==> config.mk <==
export PLATFORM = sky130hd
export DESIGN_NAME = hecl_loader
export DESIGN_NICKNAME = d
export VERILOG_FILES = /design/src/verilog/hecl_pkg.sv /design/src/verilog/hecl_loader.sv /design/src/verilog/hecl_spi_byte.sv
export SDC_FILE = /design/constraint.sdc
export NUM_CORES = 1
export LEC_CHECK = 0
export ABC_AREA = 1
export BUFFER_PORTS_ARGS = -buffer_cell sky130_fd_sc_hd__buf_2
export CAP_MARGIN = 20
export CORE_AREA = 2 2 162 164
export DETAILED_ROUTE_END_ITERATION = 12
export DIE_AREA = 0 0 164 166
export GPL_ROUTABILITY_DRIVEN = 0
export PLACE_DENSITY = 0.76
export SLEW_MARGIN = 20
export SYNTH_ARGS = -nofsm -noshare
export SYNTH_HDL_FRONTEND = slang
export SYNTH_SLANG_ARGS = --single-unit
export TNS_END_PERCENT = 100
==> constraint.sdc <==
create_clock -name ref_clk -period 4.4 [get_ports ref_clk]
set_clock_uncertainty 0.2 [all_clocks]
set_input_delay 0.66 -clock ref_clk [delete_from_list [all_inputs] [get_ports ref_clk]]
set_output_delay 0.66 -clock ref_clk [all_outputs]
set_load 0.01 [all_outputs]
==> src/verilog/hecl_pkg.sv <==
// package: constants shared by the configuration loader files
package hecl_pkg;
	// image byte offsets
	localparam logic [4:0] HECL_OFS_SIG = 5'h00;
	localparam logic [4:0] HECL_OFS_VID_LO = 5'h01;
	localparam logic [4:0] HECL_OFS_VID_HI = 5'h02;
	localparam logic [4:0] HECL_OFS_PID_LO = 5'h03;
	localparam logic [4:0] HECL_OFS_PID_HI = 5'h04;
	localparam logic [4:0] HECL_OFS_DID_HI = 5'h06;
	localparam logic [4:0] HECL_OFS_OC = 5'h07;
	localparam logic [4:0] HECL_OFS_MP_FS = 5'h08;
	localparam logic [4:0] HECL_OFS_MP_HS = 5'h09;
	localparam logic [4:0] HECL_OFS_HC_FS = 5'h0c;
	localparam logic [4:0] HECL_OFS_HC_HS = 5'h0d;
	localparam logic [4:0] HECL_OFS_PG = 5'h10;
	localparam logic [4:0] HECL_OFS_LANG = 5'h14;
	localparam logic [4:0] HECL_LOAD_BYTES = 5'h15;
	localparam logic [9:0] HECL_LANG_ARRAY = 10'h018;
	localparam logic [7:0] HECL_MAX_LANGS = 8'h1f;
	// fall-back values
	localparam logic [7:0] HECL_DEF_OC = 8'h88;
	localparam logic [7:0] HECL_DEF_MP_FS = 8'h28;
	localparam logic [7:0] HECL_DEF_MP_HS = 8'h57;
	localparam logic [7:0] HECL_DEF_HC_FS = 8'h50;
	localparam logic [7:0] HECL_DEF_HC_HS = 8'hae;
	localparam logic [7:0] HECL_DEF_PG = 8'h32;
	localparam logic [7:0] HECL_DEF_LANG = 8'h00;
	// identity codes: arbitrary neutral values
	localparam logic [7:0] HECL_SIGNATURE = 8'h5a;
	localparam logic [15:0] HECL_DEF_VID = 16'h1234;
	localparam logic [15:0] HECL_DEF_PID = 16'h5678;
	localparam logic [7:0] HECL_DEF_DID_HI = 8'h01;
	// serial memory
	localparam logic [7:0] HECL_CMD_READ = 8'h03;
	localparam logic [15:0] HECL_START_ADDR = 16'h0000;
	// timing
	localparam int HECL_CLK_PERIOD_NS = 10;
	localparam int HECL_MS_NS = 1000000;
	localparam int HECL_MS_CYCLES = HECL_MS_NS / HECL_CLK_PERIOD_NS;
	localparam int HECL_SPI_HALF_NS = 50;
	localparam int HECL_SPI_HALF_CYCLES = (HECL_SPI_HALF_NS + HECL_CLK_PERIOD_NS - 1)
		/ HECL_CLK_PERIOD_NS;
	// register byte addresses
	localparam logic [7:0] HECL_REG_STATUS = 8'h00;
	localparam logic [7:0] HECL_REG_CTRL = 8'h04;
	localparam logic [7:0] HECL_REG_IDS = 8'h08;
	localparam logic [7:0] HECL_REG_DEV = 8'h0c;
	localparam logic [7:0] HECL_REG_POWER = 8'h10;
	localparam logic [7:0] HECL_REG_STRINGS = 8'h14;
	// control bits
	localparam int HECL_CTRL_RELOAD = 0;
	localparam int HECL_CTRL_FORCE_DEF = 1;
	localparam int HECL_CTRL_OC_EN = 2;
	// loader states
	typedef enum logic [2:0]
	{
		HECL_IDLE = 3'b000,
		HECL_CMD = 3'b001,
		HECL_ADDR_HI = 3'b010,
		HECL_ADDR_LO = 3'b011,
		HECL_READ = 3'b100,
		HECL_DONE = 3'b101
	} hecl_state_type;
endpackage

==> src/verilog/hecl_loader.sv <==
// module: hub configuration loader, serial memory reader and register slave
// Behaviour
// - vendor id from bytes one, two
// - product id from bytes three, four
// - release high byte six, byte five ignored
// - byte seven splits enabled/disabled filter nibbles
// - overcurrent qualified after persisting nibble milliseconds
// - byte eight is full-speed current budget
// - byte nine is high-speed current budget
// - byte twelve is full-speed controller draw
// - byte thirteen is high-speed controller draw
// - byte sixteen is power-good delay
// - pointer tables step by twice language count
// - bad language count disables all strings
//
// Chosen here: the address map and the AHB-Lite register port.
`timescale 1ns/1ps
module hecl_loader #(
	parameter int MS_CYCLES = hecl_pkg::HECL_MS_CYCLES,
	parameter int SPI_HALF = hecl_pkg::HECL_SPI_HALF_CYCLES
) (
	input wire logic ref_clk,
	input wire logic rst,
	input wire logic hsel,
	input wire logic [31:0] haddr,
	input wire logic [1:0] htrans,
	input wire logic hwrite,
	input wire logic [2:0] hsize,
	input wire logic [31:0] hwdata,
	input wire logic hready,
	output logic hreadyout,
	output logic hresp,
	output logic [31:0] hrdata,
	output logic spi_cs_n,
	output logic spi_sck,
	output logic spi_mosi,
	input wire logic spi_miso,
	input wire logic port_enabled,
	input wire logic oc_raw,
	output logic oc_qualified,
	output logic config_valid,
	output logic [15:0] vendor_id,
	output logic [15:0] product_id,
	output logic [7:0] release_id_hi,
	output logic [3:0] enabled_port_oc_filter_ms,
	output logic [3:0] disabled_port_oc_filter_ms,
	output logic [7:0] upstream_current_budget_fs,
	output logic [7:0] upstream_current_budget_hs,
	output logic [7:0] controller_current_draw_fs,
	output logic [7:0] controller_current_draw_hs,
	output logic [7:0] port_power_good_delay,
	output logic [7:0] language_count,
	output logic strings_enabled
);
	import hecl_pkg::*;

	// refused at elaboration: the dividers are 24 and 16 bits wide
	if (MS_CYCLES < 1 || MS_CYCLES > 16777215 || SPI_HALF < 1 || SPI_HALF > 65535)
	begin : g_bad_timing
		$error("timing parameter out of range");
	end

	//--------------------------------------------------------------
	// serial memory loader
	//--------------------------------------------------------------
	hecl_state_type state_reg, state_next;
	logic [7:0] image_reg [0:20];
	logic [7:0] image_next [0:20];
	logic [4:0] idx_reg, idx_next;
	logic wait_reg, wait_next;
	logic loaded_reg, loaded_next;
	logic spi_start, spi_busy, spi_done;
	logic [7:0] spi_tx, spi_rx;
	logic reload_req;
	logic force_def_reg;

	hecl_spi_byte #(
		.HALF_CYCLES(SPI_HALF)
	) u_spi (
		.ref_clk(ref_clk),
		.rst(rst),
		.start(spi_start),
		.tx_byte(spi_tx),
		.miso(spi_miso),
		.sck(spi_sck),
		.mosi(spi_mosi),
		.busy(spi_busy),
		.done(spi_done),
		.rx_byte(spi_rx)
	);

	// one byte at a time: issue, wait for done, advance
	always_comb
	begin
		state_next = state_reg;
		idx_next = idx_reg;
		wait_next = wait_reg;
		loaded_next = 1'b0;
		image_next = image_reg;
		spi_start = 1'b0;
		spi_tx = 8'h00;
		unique case (state_reg)
			HECL_IDLE:
			begin
				if (reload_req)
				begin
					state_next = HECL_CMD;
					wait_next = 1'b0;
				end
			end
			HECL_CMD, HECL_ADDR_HI, HECL_ADDR_LO, HECL_READ:
			begin
				unique case (state_reg)
					HECL_CMD: spi_tx = HECL_CMD_READ;
					HECL_ADDR_HI: spi_tx = HECL_START_ADDR[15:8];
					HECL_ADDR_LO: spi_tx = HECL_START_ADDR[7:0];
					default: spi_tx = 8'h00;
				endcase
				if (!wait_reg && !spi_busy)
				begin
					spi_start = 1'b1;
					wait_next = 1'b1;
				end
				else if (spi_done)
				begin
					wait_next = 1'b0;
					unique case (state_reg)
						HECL_CMD: state_next = HECL_ADDR_HI;
						HECL_ADDR_HI: state_next = HECL_ADDR_LO;
						HECL_ADDR_LO:
						begin
							state_next = HECL_READ;
							idx_next = 5'h00;
						end
						default:
						begin
							image_next[idx_reg] = spi_rx;
							idx_next = idx_reg + 5'h01;
							if (idx_reg == HECL_LOAD_BYTES - 5'h01)
								state_next = HECL_DONE;
						end
					endcase
				end
			end
			HECL_DONE:
			begin
				loaded_next = 1'b1;
				state_next = HECL_IDLE;
			end
			default: state_next = HECL_IDLE;
		endcase
	end

	always_ff @(posedge ref_clk)
	begin
		if (rst)
		begin
			state_reg <= HECL_IDLE;
			idx_reg <= 5'h00;
			wait_reg <= 1'b0;
			loaded_reg <= 1'b0;
			for (int i = 0; i < 21; i++)
				image_reg[i] <= 8'h00;
		end
		else
		begin
			state_reg <= state_next;
			idx_reg <= idx_next;
			wait_reg <= wait_next;
			loaded_reg <= loaded_next;
			image_reg <= image_next;
		end
	end

	// chip select spans the whole read burst
	assign spi_cs_n = (state_reg == HECL_IDLE) || (state_reg == HECL_DONE);

	//--------------------------------------------------------------
	// decode of the loaded image
	//--------------------------------------------------------------
	logic sig_ok;
	logic [7:0] lang_raw;
	logic [7:0] oc_byte;
	logic [15:0] vid_reg, vid_next, pid_reg, pid_next;
	logic [7:0] did_reg, did_next, oc_reg, oc_next, mpfs_reg, mpfs_next;
	logic [7:0] mphs_reg, mphs_next, hcfs_reg, hcfs_next, hchs_reg, hchs_next;
	logic [7:0] pg_reg, pg_next, lang_reg, lang_next;
	logic str_reg, str_next, valid_reg, valid_next;

	// a forced-default request behaves like a bad signature
	assign sig_ok = (image_reg[HECL_OFS_SIG] == HECL_SIGNATURE) && !force_def_reg;
	assign lang_raw = image_reg[HECL_OFS_LANG];

	always_comb
	begin
		vid_next = vid_reg;
		pid_next = pid_reg;
		did_next = did_reg;
		oc_next = oc_reg;
		mpfs_next = mpfs_reg;
		mphs_next = mphs_reg;
		hcfs_next = hcfs_reg;
		hchs_next = hchs_reg;
		pg_next = pg_reg;
		lang_next = lang_reg;
		str_next = str_reg;
		valid_next = valid_reg;
		if (loaded_reg && sig_ok)
		begin
			vid_next = {image_reg[HECL_OFS_VID_HI], image_reg[HECL_OFS_VID_LO]};
			pid_next = {image_reg[HECL_OFS_PID_HI], image_reg[HECL_OFS_PID_LO]};
			did_next = image_reg[HECL_OFS_DID_HI];
			oc_next = image_reg[HECL_OFS_OC];
			mpfs_next = image_reg[HECL_OFS_MP_FS];
			mphs_next = image_reg[HECL_OFS_MP_HS];
			hcfs_next = image_reg[HECL_OFS_HC_FS];
			hchs_next = image_reg[HECL_OFS_HC_HS];
			pg_next = image_reg[HECL_OFS_PG];
			lang_next = lang_raw;
			str_next = (lang_raw != 8'h00) && (lang_raw <= HECL_MAX_LANGS);
			valid_next = 1'b1;
		end
		else if (loaded_reg)
		begin
			// bytes ten, eleven, fourteen, fifteen are never looked at
			vid_next = HECL_DEF_VID;
			pid_next = HECL_DEF_PID;
			did_next = HECL_DEF_DID_HI;
			oc_next = HECL_DEF_OC;
			mpfs_next = HECL_DEF_MP_FS;
			mphs_next = HECL_DEF_MP_HS;
			hcfs_next = HECL_DEF_HC_FS;
			hchs_next = HECL_DEF_HC_HS;
			pg_next = HECL_DEF_PG;
			lang_next = HECL_DEF_LANG;
			str_next = 1'b0;
			valid_next = 1'b0;
		end
	end

	always_ff @(posedge ref_clk)
	begin
		if (rst)
		begin
			vid_reg <= HECL_DEF_VID;
			pid_reg <= HECL_DEF_PID;
			did_reg <= HECL_DEF_DID_HI;
			oc_reg <= HECL_DEF_OC;
			mpfs_reg <= HECL_DEF_MP_FS;
			mphs_reg <= HECL_DEF_MP_HS;
			hcfs_reg <= HECL_DEF_HC_FS;
			hchs_reg <= HECL_DEF_HC_HS;
			pg_reg <= HECL_DEF_PG;
			lang_reg <= HECL_DEF_LANG;
			str_reg <= 1'b0;
			valid_reg <= 1'b0;
		end
		else
		begin
			vid_reg <= vid_next;
			pid_reg <= pid_next;
			did_reg <= did_next;
			oc_reg <= oc_next;
			mpfs_reg <= mpfs_next;
			mphs_reg <= mphs_next;
			hcfs_reg <= hcfs_next;
			hchs_reg <= hchs_next;
			pg_reg <= pg_next;
			lang_reg <= lang_next;
			str_reg <= str_next;
			valid_reg <= valid_next;
		end
	end

	// first pointer table sits after the language ids; each later one adds 2N
	logic [9:0] ptr_base, ptr_stride;
	assign ptr_stride = {1'b0, lang_reg, 1'b0};
	assign ptr_base = HECL_LANG_ARRAY + ptr_stride;

	//--------------------------------------------------------------
	// overcurrent filter on a millisecond enable
	//--------------------------------------------------------------
	logic [23:0] ms_div_reg, ms_div_next;
	logic [3:0] oc_cnt_reg, oc_cnt_next;
	logic oc_q_reg, oc_q_next, oc_en_reg;
	logic [3:0] oc_limit;

	assign oc_byte = oc_reg;
	assign oc_limit = port_enabled ? oc_byte[7:4] : oc_byte[3:0];

	// the ms count restarts with each new indication, so qualification comes one cycle after the nibble's milliseconds
	always_comb
	begin
		ms_div_next = ms_div_reg + 24'h000001;
		oc_cnt_next = oc_cnt_reg;
		oc_q_next = oc_q_reg;
		if (!oc_raw || !oc_en_reg)
		begin
			ms_div_next = 24'h000000;
			oc_cnt_next = 4'h0;
			oc_q_next = 1'b0;
		end
		else if (oc_cnt_reg >= oc_limit)
			oc_q_next = 1'b1;
		else if (ms_div_reg == 24'(MS_CYCLES - 1))
		begin
			ms_div_next = 24'h000000;
			oc_cnt_next = oc_cnt_reg + 4'h1;
		end
	end

	always_ff @(posedge ref_clk)
	begin
		if (rst)
		begin
			ms_div_reg <= 24'h000000;
			oc_cnt_reg <= 4'h0;
			oc_q_reg <= 1'b0;
		end
		else
		begin
			ms_div_reg <= ms_div_next;
			oc_cnt_reg <= oc_cnt_next;
			oc_q_reg <= oc_q_next;
		end
	end

	//--------------------------------------------------------------
	// ahb-lite slave, zero wait states
	//--------------------------------------------------------------
	logic ph_wr_reg, ph_wr_next, ph_rd_reg, ph_rd_next;
	logic [7:0] ph_addr_reg, ph_addr_next;
	logic [31:0] rdata_reg, rdata_next;
	logic boot_reg, boot_next, force_def_next, oc_en_next;

	// the first cycle out of reset starts a load on its own
	assign reload_req = boot_reg
		|| (ph_wr_reg && ph_addr_reg == HECL_REG_CTRL && hwdata[HECL_CTRL_RELOAD]);

	always_comb
	begin
		ph_wr_next = 1'b0;
		ph_rd_next = 1'b0;
		ph_addr_next = ph_addr_reg;
		rdata_next = rdata_reg;
		boot_next = 1'b0;
		force_def_next = force_def_reg;
		oc_en_next = oc_en_reg;
		if (hsel && htrans[1] && hready)
		begin
			ph_wr_next = hwrite;
			ph_rd_next = !hwrite;
			ph_addr_next = {haddr[7:2], 2'b00};
		end
		if (ph_wr_reg && ph_addr_reg == HECL_REG_CTRL)
		begin
			force_def_next = hwdata[HECL_CTRL_FORCE_DEF];
			oc_en_next = hwdata[HECL_CTRL_OC_EN];
		end
		if (hsel && htrans[1] && hready && !hwrite)
		begin
			unique case ({haddr[7:2], 2'b00})
				HECL_REG_STATUS: rdata_next = {24'h000000, 3'b000, str_reg,
					sig_ok, valid_reg, state_reg != HECL_IDLE, 1'b0};
				HECL_REG_CTRL: rdata_next = {29'h00000000, oc_en_reg, force_def_reg, 1'b0};
				HECL_REG_IDS: rdata_next = {pid_reg, vid_reg};
				HECL_REG_DEV: rdata_next = {7'h00, oc_q_reg, pg_reg, oc_reg, did_reg};
				HECL_REG_POWER: rdata_next = {hchs_reg, hcfs_reg, mphs_reg, mpfs_reg};
				HECL_REG_STRINGS: rdata_next = {2'b00, ptr_stride, 2'b00, ptr_base, lang_reg};
				default: rdata_next = 32'h00000000;
			endcase
		end
	end

	always_ff @(posedge ref_clk)
	begin
		if (rst)
		begin
			ph_wr_reg <= 1'b0;
			ph_rd_reg <= 1'b0;
			ph_addr_reg <= 8'h00;
			rdata_reg <= 32'h00000000;
			boot_reg <= 1'b1;
			force_def_reg <= 1'b0;
			oc_en_reg <= 1'b1;
		end
		else
		begin
			ph_wr_reg <= ph_wr_next;
			ph_rd_reg <= ph_rd_next;
			ph_addr_reg <= ph_addr_next;
			rdata_reg <= rdata_next;
			boot_reg <= boot_next;
			force_def_reg <= force_def_next;
			oc_en_reg <= oc_en_next;
		end
	end

	assign hreadyout = 1'b1;
	assign hresp = 1'b0;
	assign hrdata = rdata_reg;

	// decoded configuration outputs
	assign oc_qualified = oc_q_reg;
	assign config_valid = valid_reg;
	assign vendor_id = vid_reg;
	assign product_id = pid_reg;
	assign release_id_hi = did_reg;
	assign enabled_port_oc_filter_ms = oc_reg[7:4];
	assign disabled_port_oc_filter_ms = oc_reg[3:0];
	assign upstream_current_budget_fs = mpfs_reg;
	assign upstream_current_budget_hs = mphs_reg;
	assign controller_current_draw_fs = hcfs_reg;
	assign controller_current_draw_hs = hchs_reg;
	assign port_power_good_delay = pg_reg;
	assign language_count = lang_reg;
	assign strings_enabled = str_reg;
endmodule // hecl_loader

==> src/verilog/hecl_spi_byte.sv <==
// module: one-byte mode-0 serial shifter with its own clock divider
`timescale 1ns/1ps
module hecl_spi_byte #(
	parameter int HALF_CYCLES = 5
) (
	input wire logic ref_clk,
	input wire logic rst,
	input wire logic start,
	input wire logic [7:0] tx_byte,
	input wire logic miso,
	output logic sck,
	output logic mosi,
	output logic busy,
	output logic done,
	output logic [7:0] rx_byte
);
	// refused at elaboration: a zero half period would wrap the tick compare to 65535
	if (HALF_CYCLES < 1)
	begin : g_bad_half
		$error("half period must be at least one cycle");
	end

	logic [15:0] div_reg, div_next;
	logic [4:0] edge_reg, edge_next;
	logic [7:0] shift_reg, shift_next;
	logic [7:0] rx_reg, rx_next;
	logic busy_reg, busy_next;
	logic sck_reg, sck_next;
	logic done_reg, done_next;
	logic tick;

	// sixteen sck half periods per byte, data changes while sck is low
	assign tick = (div_reg == 16'(HALF_CYCLES - 1));

	always_comb
	begin
		div_next = div_reg;
		edge_next = edge_reg;
		shift_next = shift_reg;
		rx_next = rx_reg;
		busy_next = busy_reg;
		sck_next = sck_reg;
		done_next = 1'b0;
		if (!busy_reg)
		begin
			if (start)
			begin
				busy_next = 1'b1;
				shift_next = tx_byte;
				div_next = 16'h0000;
				edge_next = 5'h00;
			end
		end
		else if (tick)
		begin
			div_next = 16'h0000;
			sck_next = ~sck_reg;
			edge_next = edge_reg + 5'h01;
			if (!sck_reg)
				rx_next = {rx_reg[6:0], miso}; // sample on rising edge
			else
				shift_next = {shift_reg[6:0], 1'b0}; // advance on falling edge
			if (edge_reg == 5'h0f)
			begin
				busy_next = 1'b0;
				done_next = 1'b1;
			end
		end
		else
			div_next = div_reg + 16'h0001;
	end

	always_ff @(posedge ref_clk)
	begin
		if (rst)
		begin
			div_reg <= 16'h0000;
			edge_reg <= 5'h00;
			shift_reg <= 8'h00;
			rx_reg <= 8'h00;
			busy_reg <= 1'b0;
			sck_reg <= 1'b0;
			done_reg <= 1'b0;
		end
		else
		begin
			div_reg <= div_next;
			edge_reg <= edge_next;
			shift_reg <= shift_next;
			rx_reg <= rx_next;
			busy_reg <= busy_next;
			sck_reg <= sck_next;
			done_reg <= done_next;
		end
	end

	assign sck = sck_reg;
	assign mosi = shift_reg[7];
	assign busy = busy_reg;
	assign done = done_reg;
	assign rx_byte = rx_reg;
endmodule // hecl_spi_byte
==> results.toml <==
[cts]
clk-insertion-delay-late_ns = 0.51
post_cts_buffers = 0
cts.sinks = 323
htreeDepth = 2
numCtsBuffers = 36
clk_pin_slew_worst_paths_ns = 0.06
ctsHoldBuffers = 0
cts_root_buffer = "clkbuf_16"
cts_tree = "yes"
clockBufferDepth = 3
cts.repair.resized = 0

[route]
dr.pass1.iters = 6
vias = 13400
totalWireLength_mm = 41.5
via_per_inst = 5.64
drtIter0Drc = 1478
drt_drc_violations_left = 0
antenna_left = 0
wl_per_cell_um = 17.5

[synthesis]
synth_area_leaders = "dfxtp_1, nand2_1, a21oi_1"
ys_ff_latch = 323
netlist_area_um2 = 13700
synth_top_area_share = 0.471
synthFlopType = "dfxtp_1"
synth.distinct_cells = 42
synthArstFlopShare = 0
yosysWarnings = 0
synth_nets = 1994
synth_top_area_cell = "dfxtp_1"
seq_area_frac_synth = 0.471
syn_area_per_cell_um2 = 7.22
netlist_instances = 1902
synth_edf_count = 0

[power]
power_leakage_nw = 6.54
vdd_ir_drop_max_mv = 0.326
p_per_area_nw_per_um2 = 425

[placement]
io_buffers = 151
dp.cells = 2308
dp_hpwl_mm = 28.7

[timing]
fin_crit_ns = 2.68
hold_violations = 0
finalSetupViolations = 0
fin_tns_setup_ns = 0
fmax_mhz = 374
rsz0062_at_grt = "no"
maxSlewViolCount = 0
whs_ns = 0.214
worst_pin_slew_ns = 0.907
finalCritPeriodShare = 0.608
max_slew_margin = 0.391

[cells_and_area]
antenna_cells = 0
area_growth_pct = 15.3
final_nets = 2103
layout-drive-gt1-share = 0.120
layout_commonest_cell = "nand2_1"
largest_register_ffs = 96
final_cell_mix = "nand2_1, dfxtp_1, a21oi_1, o21ai_0, inv_1"
fin_cells = 2370

[floorplan]
io_pins = 213
die_w_um = 164
rows = 59
dieArea_um2 = 27200
core_area_um2 = 25600
die_y_um = 166
start_util = 0.536

[global_route]
grt_usage = 0.299
grt_first_pass_wirelength_mm = 64.5
grt_max_degree = 105
antenna_found_initial = 0
grt_pass1_vias = 12100
overflow = 0

[outcome]
status = "finished clean"

[flow_run]
drv_cap = 0

[worst_setup_path]
setup.worst_path.start_class = "flip-flop"
criticalPathCategory = "flip-flop to flip-flop"
cp-end-kind = "flip-flop"
crit_arrival_ns = 2.92
path_max_fanout = 60
required_ns = 4.64

[worst_hold_path]
hold_path_class = "input pin to flip-flop"
cells in the mapped netlist, types with 11 or more instances:
cell type and n:
ha_1 15, nand2_1 481, clkbuf_1 64, nand3b_1 13, inv_1 155, dfxtp_1 323, o21ai_0 176, nor3_1 27
xor2_1 13, nand4_1 31, buf_4 11, a21oi_1 276, nand3_1 90, nor2_1 153
power by group:
part	total, mW	internal (mW)	switching [mW]
Sequential	3.04	2.99	0.0487
Combinational	0.605	0.174	0.431
Clock	3.08	1.90	1.18
Total	6.73	5.07	1.66
metrics by stage:
stage | utilization | instance area (µm²) | setup WS [ns] | total power [mW]
floorplan | - | 13700 | 2.17 | 3.54
global placement | 0.571 | 14600 | 1.41 | 3.69
CTS | 0.618 | 15800 | 1.73 | 6.75
global route | 0.618 | 15800 | 1.62 | 6.95
detailed placement | 0.571 | 14600 | 1.41 | 3.70
finish | 0.618 | 15800 | 1.72 | 6.73
worst max-delay path, stage by stage (launching register included):
cell	delay [ns]
dfxtp_1	0.82
inv_2	0.12
nor4_4	0.31
buf_4	0.59
nand2_1	0.35
a21oi_1	0.20
logic make-up after synthesis:
family / count (synthesis) / share of synthesized area
AO/OA/AOI/OAI: 465 / 0.172
XOR/XNOR: 14 / 0.00892
adder cells (fa/ha/maj): 15 / 0.0137
buffers and inverters: 254 / 0.0738
flip-flops: 323 / 0.471
multiplexers: 2 / 0.00155
other: 2 / 0.000547
AND/OR/NAND/NOR: 827 / 0.259
layer usage:
layer,part of all wire,vias to the layer above,GRT usage
li1,-,6449,-
met1,0.42,6127,0.414
met2,0.43,683,0.461
met3,0.099,106,0.0462
met4,0.045,0,0.133
met5,0,-,0
layout make-up:
class / instances / area [µm²]
inverter: 163 / 614
clock buffer: 54 / 1100
sequential: 323 / 6470
timing repair buffer: 162 / 853
tap: 335 / 419
multi-input combinational: 1325 / 6260
clock inverter: 8 / 128
fill: 2308 / 9770
path summary, 6_finish.rpt:
path / startpoint / end / slack, ns / cells after the start
setup / recovery: loaded_reg$_SDFF_PP0_ / port_power_good_delay[6]$_SDFFE_PP0P_ / 1.72 / 5
hold / removal: hwrite / ph_wr_reg$_SDFF_PP0_ / 0.21 / 3
setup reg to reg: loaded_reg$_SDFF_PP0_ / port_power_good_delay[6]$_SDFFE_PP0P_ / 1.72 / 5
hold reg to reg: u_spi.edge_reg[4]$_SDFFE_PP0P_ / u_spi.edge_reg[4]$_SDFFE_PP0P_ / 0.25 / 2
(Power assumes the default switching activity.)
